[src/inc/mic_pkg.sv]
// Constants and carrier types for the magnetometer interrupt/axis config block.
// Assumes a single clk_sys domain shared by the register port and the datapath.
`default_nettype none
package mic_pkg;
  // ----------------------------------------
  // Register map
  // ----------------------------------------
  localparam logic [7:0] MIC_ADDR_STATUS = 8'h4a;
  localparam logic [7:0] MIC_ADDR_INT_EN = 8'h4d;
  localparam logic [7:0] MIC_ADDR_AXIS = 8'h4e;
  localparam logic [7:0] MIC_ADDR_LOW = 8'h4f;
  localparam logic [7:0] MIC_ADDR_HIGH = 8'h50;
  // ----------------------------------------
  // Reset values
  // ----------------------------------------
  localparam logic [7:0] MIC_INT_EN_RST = 8'h3f;
  localparam logic [7:0] MIC_AXIS_RST = 8'h07;
  localparam logic [7:0] MIC_LOW_RST = 8'h00;
  localparam logic [7:0] MIC_HIGH_RST = 8'h00;
  localparam logic [7:0] MIC_ZERO8 = 8'h00;
  localparam logic [13:0] MIC_RES_ZERO = 14'h0000;
  // ----------------------------------------
  // Field positions
  // ----------------------------------------
  localparam int MIC_B_OVR = 7;
  localparam int MIC_B_OVF = 6;
  localparam int MIC_B_HIGH = 3;
  localparam int MIC_B_LOW = 0;
  localparam int MIC_B_DATA_READY_PIN_EN = 7;
  localparam int MIC_B_INT_EN = 6;
  localparam int MIC_B_CHAN = 3;
  localparam int MIC_B_DATA_READY_PIN_POL = 2;
  localparam int MIC_B_LATCH = 1;
  localparam int MIC_B_INT_POL = 0;
  localparam int MIC_AXES = 3;
  // ----------------------------------------
  // Carriers
  // ----------------------------------------
  typedef struct packed {
    logic signed [7:0] z;
    logic signed [7:0] y;
    logic signed [7:0] x;
    logic [13:0] res;
    logic ovf;
  } mic_meas_t;
  typedef struct packed {
    logic signed [7:0] z;
    logic signed [7:0] y;
    logic signed [7:0] x;
    logic [13:0] res;
  } mic_data_t;
endpackage
`default_nettype wire

[src/core/mic_config.sv]
// Interrupt settings, axis enables and thresholds of a three-axis magnetometer.
// Assumes register port and measurement results come from logic on clk_sys.
`default_nettype none
// Behaviour
// - Interrupt enable bit 7 gates data overrun into status bit 7.
// - Interrupt enable bit 6 routes overflow status onto the interrupt pin.
// - Interrupt enable bits 5..3, active low, enable high-limit detection z/y/x.
// - Interrupt enable bits 2..0, active low, enable low-limit detection z/y/x.
// - A disabled channel keeps its last value in the data outputs.
// - Disabling z also disables resistance, forcing its output to zero.
// - Detection on a disabled axis still runs on its stored value.
// - Axis register bit 7 maps data-ready status onto data_ready_pin.
// - Axis register bit 6 maps interrupt status onto the interrupt pin.
// - Axis register bits 5..3, active low, enable z/y/x channels.
// - Axis register bit 2 selects data_ready_pin polarity, 1 active high.
// - Axis register bit 1 latches interrupt until status register is read.
// - Axis register bit 0 selects interrupt pin polarity, 1 active high.
// - Host writes the 8-bit low limit; device detects against it.
// - Host writes the 8-bit high limit; device detects against it.
// - Status holds overrun, overflow, high z/y/x, low z/y/x flags.
module mic_config
  import mic_pkg::*;
(
  input wire logic clk_sys,
  input wire logic reset_n,
  input wire logic regWrite,
  input wire logic regRead,
  input wire logic [7:0] regAddr,
  input wire logic [7:0] regWdata,
  output logic [7:0] regRdata,
  input wire logic measDone,
  input wire mic_meas_t measIn,
  input wire logic dataRead,
  output mic_data_t dataOut,
  output logic dataReadyPin,
  output logic intPin
);
  // ----------------------------------------
  // Configuration registers
  // ----------------------------------------
  logic [7:0] intEn_r;
  logic [7:0] axisCfg_r;
  logic [7:0] lowLimitValue_r;
  logic [7:0] highLimitValue_r;
  logic wrIntEn;
  logic wrAxis;
  logic wrLow;
  logic wrHigh;
  logic rdStatus;

  always_comb begin
    wrIntEn = 1'b0;
    wrAxis = 1'b0;
    wrLow = 1'b0;
    wrHigh = 1'b0;
    if (regWrite && regAddr == MIC_ADDR_INT_EN) begin
      wrIntEn = 1'b1;
    end else if (regWrite && regAddr == MIC_ADDR_AXIS) begin
      wrAxis = 1'b1;
    end else if (regWrite && regAddr == MIC_ADDR_LOW) begin
      wrLow = 1'b1;
    end else if (regWrite && regAddr == MIC_ADDR_HIGH) begin
      wrHigh = 1'b1;
    end
  end

  assign rdStatus = regRead && regAddr == MIC_ADDR_STATUS;

  always_ff @(posedge clk_sys or negedge reset_n) begin
    if (!reset_n) begin
      intEn_r <= MIC_INT_EN_RST;
      axisCfg_r <= MIC_AXIS_RST;
      lowLimitValue_r <= MIC_LOW_RST;
      highLimitValue_r <= MIC_HIGH_RST;
    end else begin
      if (wrIntEn) begin
        intEn_r <= regWdata;
      end
      if (wrAxis) begin
        axisCfg_r <= regWdata;
      end
      if (wrLow) begin
        lowLimitValue_r <= regWdata;
      end
      if (wrHigh) begin
        highLimitValue_r <= regWdata;
      end
    end
  end

  // ----------------------------------------
  // Measured data store
  // ----------------------------------------
  mic_data_t data_r;
  mic_data_t data_nxt;
  logic [MIC_AXES-1:0] chanOn;
  logic signed [7:0] axisNew [MIC_AXES];
  logic signed [7:0] axisOld [MIC_AXES];
  logic signed [7:0] axisUse [MIC_AXES];
  logic [MIC_AXES-1:0] lowHit;
  logic [MIC_AXES-1:0] highHit;

  assign axisNew[0] = measIn.x;
  assign axisNew[1] = measIn.y;
  assign axisNew[2] = measIn.z;
  assign axisOld[0] = data_r.x;
  assign axisOld[1] = data_r.y;
  assign axisOld[2] = data_r.z;

  genvar gi;
  generate
    for (gi = 0; gi < MIC_AXES; gi++) begin : gAxis
      assign chanOn[gi] = !axisCfg_r[MIC_B_CHAN+gi];
      assign axisUse[gi] = chanOn[gi] ? axisNew[gi] : axisOld[gi];
      assign lowHit[gi] = !intEn_r[MIC_B_LOW+gi] &&
                          (axisUse[gi] < $signed(lowLimitValue_r));
      assign highHit[gi] = !intEn_r[MIC_B_HIGH+gi] &&
                           (axisUse[gi] > $signed(highLimitValue_r));
    end
  endgenerate

  always_comb begin
    data_nxt.x = axisUse[0];
    data_nxt.y = axisUse[1];
    data_nxt.z = axisUse[2];
    data_nxt.res = chanOn[2] ? measIn.res : MIC_RES_ZERO;
  end

  always_ff @(posedge clk_sys or negedge reset_n) begin
    if (!reset_n) begin
      data_r <= '0;
    end else if (measDone) begin
      data_r <= data_nxt;
    end
  end

  assign dataOut = data_r;

  // ----------------------------------------
  // Data ready and status flags
  // ----------------------------------------
  logic data_ready_pin_r;
  logic [7:0] status_r;
  logic [7:0] event_s;
  logic latched;

  assign latched = axisCfg_r[MIC_B_LATCH];

  always_comb begin
    event_s = MIC_ZERO8;
    event_s[MIC_B_OVR] = intEn_r[MIC_B_OVR] && data_ready_pin_r;
    event_s[MIC_B_OVF] = measIn.ovf;
    event_s[MIC_B_HIGH +: MIC_AXES] = highHit;
    event_s[MIC_B_LOW +: MIC_AXES] = lowHit;
  end

  always_ff @(posedge clk_sys or negedge reset_n) begin
    if (!reset_n) begin
      data_ready_pin_r <= 1'b0;
    end else if (measDone) begin
      data_ready_pin_r <= 1'b1;
    end else if (dataRead) begin
      data_ready_pin_r <= 1'b0;
    end
  end

  always_ff @(posedge clk_sys or negedge reset_n) begin
    if (!reset_n) begin
      status_r <= MIC_ZERO8;
    end else if (measDone && !latched) begin
      status_r <= event_s;
    end else if (measDone) begin
      status_r <= status_r | event_s;
    end else if (rdStatus && latched) begin
      status_r <= MIC_ZERO8;
    end
  end

  // ----------------------------------------
  // Pins
  // ----------------------------------------
  logic intActive;
  logic intPin_r;
  logic dataReadyPin_r;

  assign intActive = axisCfg_r[MIC_B_INT_EN] &&
                     ((|status_r[MIC_B_HIGH +: MIC_AXES]) ||
                      (|status_r[MIC_B_LOW +: MIC_AXES]) ||
                      (intEn_r[MIC_B_OVF] && status_r[MIC_B_OVF]));

  always_ff @(posedge clk_sys or negedge reset_n) begin
    if (!reset_n) begin
      intPin_r <= 1'b0;
    end else begin
      intPin_r <= intActive == axisCfg_r[MIC_B_INT_POL];
    end
  end

  always_ff @(posedge clk_sys or negedge reset_n) begin
    if (!reset_n) begin
      dataReadyPin_r <= 1'b0;
    end else begin
      dataReadyPin_r <= (axisCfg_r[MIC_B_DATA_READY_PIN_EN] && data_ready_pin_r) ==
                        axisCfg_r[MIC_B_DATA_READY_PIN_POL];
    end
  end

  assign intPin = intPin_r;
  assign dataReadyPin = dataReadyPin_r;

  // ----------------------------------------
  // Register read-back
  // ----------------------------------------
  logic [7:0] regRdata_r;

  always_ff @(posedge clk_sys or negedge reset_n) begin
    if (!reset_n) begin
      regRdata_r <= MIC_ZERO8;
    end else if (regRead) begin
      if (regAddr == MIC_ADDR_STATUS) begin
        regRdata_r <= status_r;
      end else if (regAddr == MIC_ADDR_INT_EN) begin
        regRdata_r <= intEn_r;
      end else if (regAddr == MIC_ADDR_AXIS) begin
        regRdata_r <= axisCfg_r;
      end else if (regAddr == MIC_ADDR_LOW) begin
        regRdata_r <= lowLimitValue_r;
      end else if (regAddr == MIC_ADDR_HIGH) begin
        regRdata_r <= highLimitValue_r;
      end else begin
        regRdata_r <= MIC_ZERO8;
      end
    end
  end

  assign regRdata = regRdata_r;
endmodule
`default_nettype wire

[config.mk]
export PLATFORM = sky130hd
export DESIGN_NAME = mic_config
export DESIGN_NICKNAME = d
export VERILOG_FILES = /design/src/inc/mic_pkg.sv /design/src/core/mic_config.sv
export SDC_FILE = /design/constraint.sdc
export NUM_CORES = 1
export LEC_CHECK = 0
export BUFFER_PORTS_ARGS = -buffer_cell sky130_fd_sc_hd__buf_2
export CAP_MARGIN = 5
export CORE_ASPECT_RATIO = 1.75
export CORE_MARGIN = 2
export CORE_UTILIZATION = 50
export CTS_BUF_LIST = sky130_fd_sc_hd__clkbuf_4
export CTS_CLUSTER_SIZE = 16
export DETAILED_ROUTE_END_ITERATION = 7
export PLACE_DENSITY = 0.8
export SYNTH_ARGS = -nofsm -noshare
export SYNTH_HDL_FRONTEND = slang
export SYNTH_SLANG_ARGS = --single-unit
[constraint.sdc]
create_clock -name clk_sys -period 2.72 [get_ports clk_sys]
set_input_delay 0.272 -clock clk_sys [delete_from_list [all_inputs] [get_ports clk_sys]]
set_output_delay 0.272 -clock clk_sys [all_outputs]
set_load 0.02 [all_outputs]
==> flow_metrics.env, run 1 <==
export IMPL_outcome="finished clean"
export IMPL_port_buffers=108
export IMPL_min_period_ns=2.27
export IMPL_p_leak_nw=2.90
export IMPL_dpl_hpwl_um=10300
export IMPL_p_comb_share_pct=22.8
export IMPL_synth_area_mux_share_pct=16.7
export IMPL_setup_viol=0
export IMPL_dp_cells=688
export IMPL_synth_xor_area_share_pct=0.334
export IMPL_antenna_cells=0
export IMPL_drive_gt1_share_pct=38.8
export IMPL_totalWireLength_um=13300
export IMPL_final_max_slew_violation_count=0
export IMPL_maxCapViolations=0
export IMPL_final_nets=679
export IMPL_synthAdderAreaFrac_pct=10.7
export IMPL_crit_path_max_fanout=10
export IMPL_synth_compound_area_share_pct=12.8
export IMPL_ir_drop_mv=0.281
export IMPL_syn_area_per_cell_um2=11.2
export IMPL_synth_cells=467
export IMPL_worstSetupPathType="flip-flop to flip-flop"
export IMPL_grt_ovfl_total=0
export IMPL_hold_path_class="primary input to flip-flop"
export IMPL_p_sw_w=0.000909
export IMPL_cts_tree="done"
export IMPL_h_tree_depth=3
export IMPL_tightest_slew_ns=0.708
export IMPL_arrival_ns=2.63
export IMPL_via_count=4127
export IMPL_cp_start_kind="flip-flop"
export IMPL_seqPwrFrac_pct=53.5
export IMPL_antenna_found_initial=0
export IMPL_dieArea_mm2=0.0114
export IMPL_rsz0062_at_grt="no"
export IMPL_start_util_pct=51.2
export IMPL_yosysUniqueCellTypes=58
export IMPL_power_w=0.00284
export IMPL_worst_clock_skew_ns=0.0188
export IMPL_die_x_um=81.4
export IMPL_syn_cell_area_mm2=0.00525
export IMPL_synth_nets=573
export IMPL_critical_path_most_common_cell="o21ai_0"
export IMPL_crit_family="flip-flops"
export IMPL_cts_max_path_buffers=2
export IMPL_synth_ff_type="dfrtp_1"
export IMPL_ys_ff_latch=89
export IMPL_gp_congestion=0.929
export IMPL_fillers=886
export IMPL_seq_area_frac_synth_pct=42.7
export IMPL_cp_end_kind="flip-flop"
export IMPL_drtIter0Drc=319
export IMPL_fin_cells=705
export IMPL_slowest_delay_ns=0.64
export IMPL_post_cts_buffers=0
export IMPL_fp_row_count=49
export IMPL_design_core_area_mm2=0.0102
export IMPL_io_pins=109
export IMPL_yosysWarnings=0
export IMPL_path_cells="mux2_2 -> ha_1 -> and3_1 -> a211oi_1 -> o21ai_0 -> a31oi_1 -> o21ai_0"
export IMPL_synth_edf_count=0
export IMPL_path_buf_inv=0
export IMPL_async_reset_ff_share_pct=100
export IMPL_avgRoutedWirePerCell_um=18.9
export IMPL_worst_skew_pair_late_latency_ns=0.46
export IMPL_grt_usage_pct=24.9
export IMPL_power_density_mw_per_mm2=476
export IMPL_cts_made_buffers=9
export IMPL_grt_max_degree=46
export IMPL_synth_top_family_by_area="multiplexers"
export IMPL_fin_util_pct=58.4
export IMPL_final_hold_violation_count=0
export IMPL_drtAntennaViolNets=0
export IMPL_die_y_um=139
export IMPL_fmax_mhz=440
export IMPL_yosys_area_share_simple_pct=11.6
export IMPL_clock_sinks=89
export IMPL_p_int_w=0.00193
export IMPL_finalCritPeriodShare_pct=83.5
export IMPL_slew_headroom_pct=52.8
export IMPL_cts_root_buffer="clkbuf_4"
export IMPL_dr_pass1_iters=4
export IMPL_path_clk_slew_ns=0.14
export IMPL_power_frac_clock_pct=23.6
export IMPL_viasPerCell=5.85
export IMPL_setup_tns_ns=0
export IMPL_syn_to_final_growth_pct=14.0
export IMPL_grt_pass1_wl_um=21200
export IMPL_first_global_vias=4199
export IMPL_drc_errors=0
export IMPL_critPathSlowestCell="dfrtp_1"
export IMPL_cp_required_ns=3.08
export IMPL_sw_frac_of_total_pct=32.0
-- flip-flops by register name, indices dropped and copies added (netlist names) --
signal	cells
dataOut	38
axisCfg_r	8
highLimitValue_r	8
intEn_r	8
lowLimitValue_r	8
regRdata	8
status_r	8
dataReadyPin	1
data_ready_pin_r	1
intPin	1
-- area by class of cell --
class	count	area, µm²	share of cell area (%)
Sequential cell	89	2240	37.4
Clock inverter	3	17.5	0.293
Timing Repair Buffer	115	598	10.0
Inverter	35	131	2.20
Tap cell	127	159	2.66
Clock buffer	13	97.6	1.63
Multi-Input combinational cell	323	2740	45.8
-- worst min-delay path, cell delays in order --
cell and delay [ns]:
buf_2 0.07, nand2_1 0.04, o21ai_0 0.06
-- metrics by stage --
step           cell area (µm²)  hold WS, ns  setup slack (ns)
2_1_floorplan             5250      -0.0236             0.676
3_3_place_gp              5850        0.301             0.557
3_5_place_dp              5850        0.310             0.483
4_1_cts                   5980      0.00976             0.445
5_1_grt                   5980      0.00199             0.289
6_report                  5980       0.0124             0.450
-- layout by cell type (no fill, tap or decap), drive strengths merged, types with 4 or more instances in the layout --
| cell type | netlist | layout |
|---|---|---|
| dfstp | 9 | 9 |
| a22o | 5 | 5 |
| a221oi | 5 | 5 |
| o21ai | 34 | 34 |
| nand3 | 8 | 8 |
| nand2 | 38 | 38 |
| a211oi | 7 | 7 |
| a21o | 6 | 6 |
| dfrtp | 80 | 80 |
| a211o | 4 | 4 |
| inv | 35 | 35 |
| and3 | 6 | 6 |
| a22oi | 4 | 4 |
| a32o | 5 | 5 |
| mux2 | 72 | 72 |
| nor2 | 17 | 17 |
| a21oi | 14 | 14 |
| a31oi | 4 | 4 |
| clkbuf | 6 | 13 |
| nor2b | 7 | 7 |
| nor4b | 7 | 7 |
| buf | 14 | 114 |
| ha | 45 | 45 |
-- repair_timing --
action                    CTS  global route
hold buffers                1             0
hold endpoints to repair   34             0
gates resized for setup     0             0
-- final timing paths --
check | from | to | slack [ns] | cells past startpoint
worst max-delay path | axisCfg_r[3] | status_r[3] | 0.45 | 7
worst min-delay path | measIn[7] | dataOut[6] | 0.01 | 3
max in group asynchronous | reset_n | regRdata[3] | 1.61 | 3
worst min register to register | status_r[7] | status_r[7] | 0.52 | 1
worst max register to register | axisCfg_r[3] | status_r[3] | 0.45 | 7
min in group asynchronous | reset_n | axisCfg_r[5] | 0.37 | 2
-- layer usage --
layer / wire [µm] / GRT usage (%) / vias up
li1: - / - / 1912
met1: 4770 / 27.7 / 2010
met2: 6920 / 41.5 / 151
met3: 814 / 4.93 / 54
met4: 824 / 17.1 / 0
met5: 0 / 0 / -
-- kinds of logic (layout without fill, tap and decap cells) --
| family | after synthesis | count (layout) |
|---|---|---|
| fa+ha+maj | 45 | 45 |
| xor+xnor | 2 | 2 |
| mux | 75 | 75 |
| flops | 89 | 89 |
| simple gates | 104 | 104 |
| compound gates | 97 | 97 |
| buf+inv | 55 | 166 |
-- power by group through the flow --
stage / clock [W] / combinational [W] / sequential, W
floorplan: 0 / 0.000331 / 0.00159
global placement: 0 / 0.000620 / 0.00154
finish: 0.000672 / 0.000649 / 0.00152
detailed placement: 0 / 0.000649 / 0.00155
global route: 0.000740 / 0.000715 / 0.00154
CTS: 0.000681 / 0.000652 / 0.00152
-- cells in the mapped netlist (7+ instances only) --
cell / count / area [µm²]
mux2_4: 8 / 120
dfrtp_1: 80 / 2000
inv_1: 35 / 131
buf_2: 7 / 35.0
dfstp_2: 9 / 236
ha_1: 45 / 563
nor2b_1: 7 / 43.8
nand2_1: 37 / 139
o21ai_0: 28 / 140
mux2_2: 63 / 709
nor2_1: 17 / 63.8
a21oi_1: 13 / 65.1
Power figures use the tool's default switching activity.
==> inputs of run 2 (changes only) <==
--- a/config.mk
+++ b/config.mk
@@ -5,6 +5,7 @@
 export SDC_FILE = /design/constraint.sdc
 export NUM_CORES = 1
 export LEC_CHECK = 0
+export ABC_AREA = 1
 export BUFFER_PORTS_ARGS = -buffer_cell sky130_fd_sc_hd__buf_2
 export CAP_MARGIN = 5
 export CORE_ASPECT_RATIO = 1.75
@@ -13,7 +14,7 @@
 export CTS_BUF_LIST = sky130_fd_sc_hd__clkbuf_4
 export CTS_CLUSTER_SIZE = 16
 export DETAILED_ROUTE_END_ITERATION = 7
-export PLACE_DENSITY = 0.8
+export PLACE_DENSITY = 0.83
 export SYNTH_ARGS = -nofsm -noshare
 export SYNTH_HDL_FRONTEND = slang
 export SYNTH_SLANG_ARGS = --single-unit
==> constraint.sdc (replaced) <==
create_clock -name clk_sys -period 1.85 [get_ports clk_sys]
set_input_delay 0.185 -clock clk_sys [delete_from_list [all_inputs] [get_ports clk_sys]]
set_output_delay 0.185 -clock clk_sys [all_outputs]
set_load 0.02 [all_outputs]
==> run 2 against run 1 <==
Against the previous run:
- the flow now finishes with violations (setup timing)
- power rose by 62%
- hold slack better by 0.012 ns
- synthesized area rose by 2.3%
- sequential share of layout area decreased by 5.8 points
- critical endpoint is now status_r[1]
- largest power group unchanged
==> flow_metrics.env, run 2 <==
export IMPL_outcome="finished, violations left"
export IMPL_violations="setup timing"
export IMPL_syn_cell_area_mm2=0.00537
export IMPL_maxCapViolations=0
export IMPL_cts_made_buffers=9
export IMPL_ys_ff_latch=89
export IMPL_grt_ovfl_total=0
export IMPL_critical_path_most_common_cell="nand3_1"
export IMPL_synth_ff_type="dfrtp_1"
export IMPL_fin_cells=993
export IMPL_cts_tree="done"
export IMPL_syn_to_final_growth_pct=31.9
export IMPL_synth_top_area_share_pct=37.3
export IMPL_dpl_hpwl_um=10900
export IMPL_met2_usage_pct=46.0
export IMPL_viasPerCell=5.41
export IMPL_layout_commonest_cell="nand2_1"
export IMPL_final_max_slew_violation_count=0
export IMPL_cts_root_buffer="clkbuf_4"
export IMPL_avgRoutedWirePerCell_um=15.8
export IMPL_io_pins=109
export IMPL_die_x_um=82.3
export IMPL_power_w=0.00460
export IMPL_drive_gt1_share_pct=30.9
export IMPL_worst_slack_ns=-0.0254
export IMPL_dp_cells=942
export IMPL_p_comb_share_pct=25.6
export IMPL_grt_pass1_wl_um=23300
export IMPL_syn_area_per_cell_um2=7.73
export IMPL_largest_register_ffs=38
export IMPL_synth_nets=800
export IMPL_seq_area_frac_synth_pct=41.7
export IMPL_gp_congestion=0.929
export IMPL_arrival_ns=2.25
export IMPL_p_sw_w=0.00159
export IMPL_final_nets=963
export IMPL_start_util_pct=50.8
export IMPL_power_frac_clock_pct=26.8
export IMPL_clock_sinks=89
export IMPL_grt_max_degree=33
export IMPL_via_count=5375
export IMPL_design_core_area_mm2=0.0106
export IMPL_cp_start_kind="flip-flop"
export IMPL_port_buffers=108
export IMPL_power_density_mw_per_mm2=650
export IMPL_first_global_vias=4891
export IMPL_cts_max_path_buffers=2
export IMPL_dieArea_mm2=0.0116
export IMPL_die_y_um=141
export IMPL_synth_cells=694
export IMPL_slowest_delay_ns=0.42
export IMPL_ys_top_cells_by_area="dfrtp_1 37%, nand2_1 16%, ha_1 10%"
export IMPL_ir_drop_mv=0.520
export IMPL_yosysWarnings=0
export IMPL_async_reset_ff_share_pct=100
export IMPL_drtIter0Drc=439
export IMPL_tightest_slew_ns=0.472
export IMPL_rsz0062_at_grt="yes"
export IMPL_fmax_mhz=533
export IMPL_final_hold_violation_count=0
export IMPL_grt_usage_pct=26.9
export IMPL_slew_headroom_pct=68.5
export IMPL_finalCritPeriodShare_pct=101
export IMPL_fp_row_count=50
export IMPL_path_cells="inv_2 -> buf_12 -> o21ai_2 -> ha_1 -> a21oi_1 -> nor2_1 -> a211oi_2 -> nand3_1 -> nand3_1 -> nand2_1"
export IMPL_crit_path_max_fanout=8
export IMPL_worst_skew_pair_late_latency_ns=0.49
export IMPL_met1_usage_pct=30.8
export IMPL_synth_most_common_cell="nand2_1"
export IMPL_critPathSlowestCell="dfrtp_1"
export IMPL_drc_errors=0
export IMPL_hold_path_class="primary input to flip-flop"
export IMPL_seqPwrFrac_pct=47.7
export IMPL_p_leak_nw=3.62
export IMPL_met3_usage_pct=3.91
export IMPL_drtAntennaViolNets=0
export IMPL_cp_end_kind="flip-flop"
export IMPL_p_int_w=0.00301
export IMPL_yosysUniqueCellTypes=33
export IMPL_grt_busiest_layer="met2"
export IMPL_totalWireLength_um=15700
export IMPL_min_path_cells=3
export IMPL_cp_required_ns=2.22
export IMPL_antenna_found_initial=1
export IMPL_synth_edf_count=0
export IMPL_worstSetupPathType="flip-flop to flip-flop"
export IMPL_worst_clock_skew_ns=0.0228
export IMPL_path_clk_slew_ns=0.17
export IMPL_reg2reg_depth=10
export IMPL_sw_frac_of_total_pct=34.5
export IMPL_dr_pass1_iters=5
export IMPL_setup_viol=2
export IMPL_ys_top_cells_by_count="225 x nand2_1, 89 x inv_1, 80 x dfrtp_1, 54 x o21ai_0, 48 x nand3_1"
export IMPL_synth_top_area_cell="dfrtp_1"
export IMPL_min_period_ns=1.88
export IMPL_h_tree_depth=3
export IMPL_final_cell_mix="208 x nand2_1, 107 x buf_2, 85 x inv_1"
-- run 2: cell types whose count changed in the layout (fill, tap and decap cells not counted), sizes merged, moves of 7 or more --
cell / previous run / this run
nand2: 38 / 232
mux2: 72 / 0
inv: 35 / 94
o21ai: 34 / 92
nand3: 8 / 49
buf: 114 / 145
dlygate4sd3: 1 / 26
nor2: 17 / 34
nor2b: 7 / 0
nor4b: 7 / 0
-- run 2: power by group through the flow --
stage	combinational (W)	clock [W]	sequential, W
final	0.00118	0.00123	0.00219
after global routing	0.00130	0.00132	0.00221
after CTS	0.00102	0.00125	0.00219
after detailed placement	0.000966	0	0.00222
after global placement	0.000941	0	0.00222
after floorplan	0.000473	0	0.00231
-- run 2: cell families (layout without fill, tap and decap cells) --
family / Yosys count / count (layout) / synth area share [%]
simple gates: 334 / 334 / 26.6
compound gates: 112 / 112 / 12.3
buf+inv: 112 / 280 / 8.60
flops: 89 / 89 / 41.7
xor+xnor: 2 / 2 / 0.326
fa+ha+maj: 45 / 45 / 10.5
other cells: 0 / 1 / 0
-- run 2: area by class of cell --
type	count	area [µm²]
antenna	1	2.50
clock buffer	9	67.6
clock inverter	7	92.6
fill	847	3490
inverter	91	350
multi-input combinational	493	3000
sequential	89	2240
tap	130	163
timing repair buffer	172	1150
timing repair inverter	1	8.76
-- run 2: critical path: cells and delay by family (launching register included) --
family	cells	cell delay, ns
flops	1	0.42
simple gates	4	0.36
buf+inv	2	0.25
compound gates	3	0.43
fa+ha+maj	1	0.30
-- run 2: final timing paths --
check                                  start             endpoint  slack, ns
worst max-delay path            axisCfg_r[4]          status_r[1]      -0.03
worst min-delay path             regWdata[0]           intEn_r[0]       0.02
max in group asynchronous            reset_n           intEn_r[3]       1.01
min in group asynchronous            reset_n  highLimitValue_r[6]       0.17
worst max register to register  axisCfg_r[4]          status_r[1]      -0.03
worst min register to register    dataOut[3]           dataOut[3]       0.49
-- run 2: metrics by stage --
stage	hold WS, ns	instance area, µm²	setup slack, ns	utilization (%)	TNS (ns)
2_1_floorplan	-0.111	5370	-0.00672	-	-0.00672
3_3_place_gp	0.155	6210	-0.0735	58.8	-0.262
3_5_place_dp	0.156	6210	-0.118	58.8	-0.534
4_1_cts	0.0144	6650	0.00203	62.9	0
5_1_grt	0.0343	7080	-0.138	67.0	-0.615
6_report	0.0242	7080	-0.0254	67.0	-0.0263
-- run 2: routing by layer --
layer	share of wire (%)	routed length [µm]
met3	5.3	831
met2	53	8330
met5	0	0
met4	5.5	867
met1	36	5630
-- run 2: what timing repair did --
action                                  in CTS  in global routing
cloned                                       0                  2
setup buffers                                0                  6
pin swaps                                    1                 30
hold endpoints to repair                    85                  0
hold buffers                                26                  0
gates resized for setup                     15                 85
endpoints found under the setup margin       6                  6
==> inputs of run 3 (changes only) <==
--- a/config.mk
+++ b/config.mk
@@ -15,6 +15,7 @@
 export CTS_CLUSTER_SIZE = 16
 export DETAILED_ROUTE_END_ITERATION = 7
 export PLACE_DENSITY = 0.83
+export SKIP_CTS_REPAIR_TIMING = 1
 export SYNTH_ARGS = -nofsm -noshare
 export SYNTH_HDL_FRONTEND = slang
 export SYNTH_SLANG_ARGS = --single-unit
==> run 3 against run 2 <==
Against the previous run:
- the flow finishes with violations (hold timing, setup timing)
- global-route usage down 1.1 points
- power rose by 0.35%
- non-clock buffer count decreased by 7
- hold slack worse by 0.042 ns
- via count down 0.20%
- sequential share of layout area grew 0.084 points
- critical path depth is 2 higher
- register-to-register slack got worse by 0.08 ns
- worst setup slack lost 0.082 ns
- sequential power about the same
- sequential cell count unchanged
- highest routed layer unchanged
==> flow_metrics.env, run 3 (synthesized netlist as in run 2, its figures left out) <==
export IMPL_outcome="finished, violations left"
export IMPL_violations="hold timing, setup timing"
export IMPL_h_tree_depth=3
export IMPL_drtAntennaViolNets=0
export IMPL_cts_max_path_buffers=2
export IMPL_hold_path_class="primary input to flip-flop"
export IMPL_crit_path_max_fanout=5
export IMPL_worstSetupPathType="flip-flop to flip-flop"
export IMPL_tightest_slew_ns=0.465
export IMPL_worst_skew_pair_late_latency_ns=0.49
export IMPL_first_global_vias=4668
export IMPL_arrival_ns=2.39
export IMPL_fp_row_count=50
export IMPL_viasPerCell=5.44
export IMPL_cp_required_ns=2.29
export IMPL_final_nets=956
export IMPL_final_max_slew_violation_count=0
export IMPL_start_util_pct=50.8
export IMPL_ir_drop_mv=0.520
export IMPL_antenna_found_initial=1
export IMPL_cts_root_buffer="clkbuf_4"
export IMPL_grt_max_degree=33
export IMPL_dp_cells=942
export IMPL_crit_family="simple AND/OR/NAND/NOR gates"
export IMPL_setup_viol=5
export IMPL_clock_sinks=89
export IMPL_worst_slack_ns=-0.107
export IMPL_holdWs_ns=-0.0179
export IMPL_finalCritPeriodShare_pct=106
export IMPL_largest_register_ffs=38
export IMPL_rsz0062_at_grt="yes"
export IMPL_totalWireLength_um=15900
export IMPL_critical_path_most_common_cell="nor2_1"
export IMPL_min_period_ns=1.96
export IMPL_fmax_mhz=511
export IMPL_design_core_area_mm2=0.0106
export IMPL_cts_tree="done"
export IMPL_grt_usage_pct=25.8
export IMPL_fillers=860
export IMPL_p_leak_nw=3.60
export IMPL_via_count=5364
export IMPL_layout_commonest_cell="nand2_1"
export IMPL_drc_errors=0
export IMPL_final_hold_violation_count=1
export IMPL_cp_end_kind="flip-flop"
export IMPL_port_buffers=108
export IMPL_drtIter0Drc=416
export IMPL_syn_to_final_growth_pct=31.6
export IMPL_cts_made_buffers=9
export IMPL_io_pins=109
export IMPL_slew_headroom_pct=69.0
export IMPL_critPathSlowestCell="dfrtp_2"
export IMPL_final_cell_mix="205 x nand2_1, 107 x buf_2, 84 x inv_1"
export IMPL_avgRoutedWirePerCell_um=16.1
export IMPL_gp_congestion=0.929
export IMPL_path_buf_inv=1
export IMPL_dieArea_mm2=0.0116
export IMPL_grt_ovfl_total=0
export IMPL_dpl_hpwl_um=10900
export IMPL_maxCapViolations=0
export IMPL_cp_start_kind="flip-flop"
export IMPL_path_clk_slew_ns=0.16
export IMPL_path_cells="buf_12 -> o21ai_4 -> ha_4 -> a21oi_2 -> nor2_1 -> nor2_1 -> nor2_1 -> nor2_1 -> nand2_1 -> nand2_1 -> nand3_2 -> nand2_1"
export IMPL_die_x_um=82.3
export IMPL_power_density_mw_per_mm2=654
export IMPL_grt_pass1_wl_um=22500
export IMPL_power_w=0.00462
export IMPL_dr_pass1_iters=5
export IMPL_slowest_delay_ns=0.50
export IMPL_die_y_um=141
export IMPL_drive_gt1_share_pct=32.2
export IMPL_fin_cells=986
export IMPL_worst_clock_skew_ns=0.0240
-- run 3: changes by cell type in the layout (fill, tap and decap cells not counted), sizes merged --
cell         previous run  this run
dlygate4sd3            26        19
clkinvlp                0         2
inv                    94        92
-- run 3: metal layers --
metal  part of all wire, %  up-vias  GRT usage [%]
li1                      -     2546              -
met1                    35     2510           30.3
met2                    53      235           44.9
met3                   5.9       73           3.78
met4                   5.8        0           11.8
met5                     0        -              0
-- run 3: per-stage QoR --
stage	hold WS (ns)	utilization, %	TNS, ns	worst slack (ns)	area [µm²]
after detailed placement	0.156	58.8	-0.534	-0.118	6210
after floorplan	-0.111	-	-0.00672	-0.00672	5370
after global placement	0.155	58.8	-0.262	-0.0735	6210
after global routing	0.00947	66.8	-0.972	-0.232	7060
after CTS	-0.379	60.3	-0.725	-0.155	6370
final	-0.0179	66.8	-0.245	-0.107	7060
-- run 3: path summary, 6_finish.rpt --
kind	from	endpoint	slack (ns)	depth (start not counted)
hold / removal	measIn[35]	dataOut[34]	-0.02	3
min in group asynchronous	reset_n	highLimitValue_r[6]	0.19	2
max in group asynchronous	reset_n	intEn_r[3]	0.99	3
hold reg to reg	intEn_r[3]	intEn_r[3]	0.50	2
setup reg to reg	axisCfg_r[5]	status_r[2]	-0.11	12
setup / recovery	axisCfg_r[5]	status_r[2]	-0.11	12
-- run 3: worst min-delay path: cells and delay by family --
kind / cells / cell delay [ns]
buffers and inverters: 2 / 0.16
AO/OA/AOI/OAI: 1 / 0.08
-- run 3: area by class of cell --
cell class,count,area (µm²),area share [%]
Timing Repair inverter,1,7.51,0.106
Tap cell,130,163,2.30
Clock buffer,9,67.6,0.957
Timing Repair Buffer,165,1090,15.4
Sequential cell,89,2240,31.7
Antenna cell,1,2.50,0.0354
Clock inverter,7,92.6,1.31
Inverter,91,359,5.09
Multi-Input combinational cell,493,3040,43.0
-- run 3: power breakdown --
| group | switching (W) | total, W | leakage [nW] | internal (W) |
|---|---|---|---|---|
| Clock | 0.000787 | 0.00124 | 0.0866 | 0.000452 |
| Combinational | 0.000713 | 0.00118 | 2.41 | 0.000469 |
| Sequential | 0.000105 | 0.00219 | 1.10 | 0.00209 |
| Total | 0.00160 | 0.00462 | 3.60 | 0.00301 |
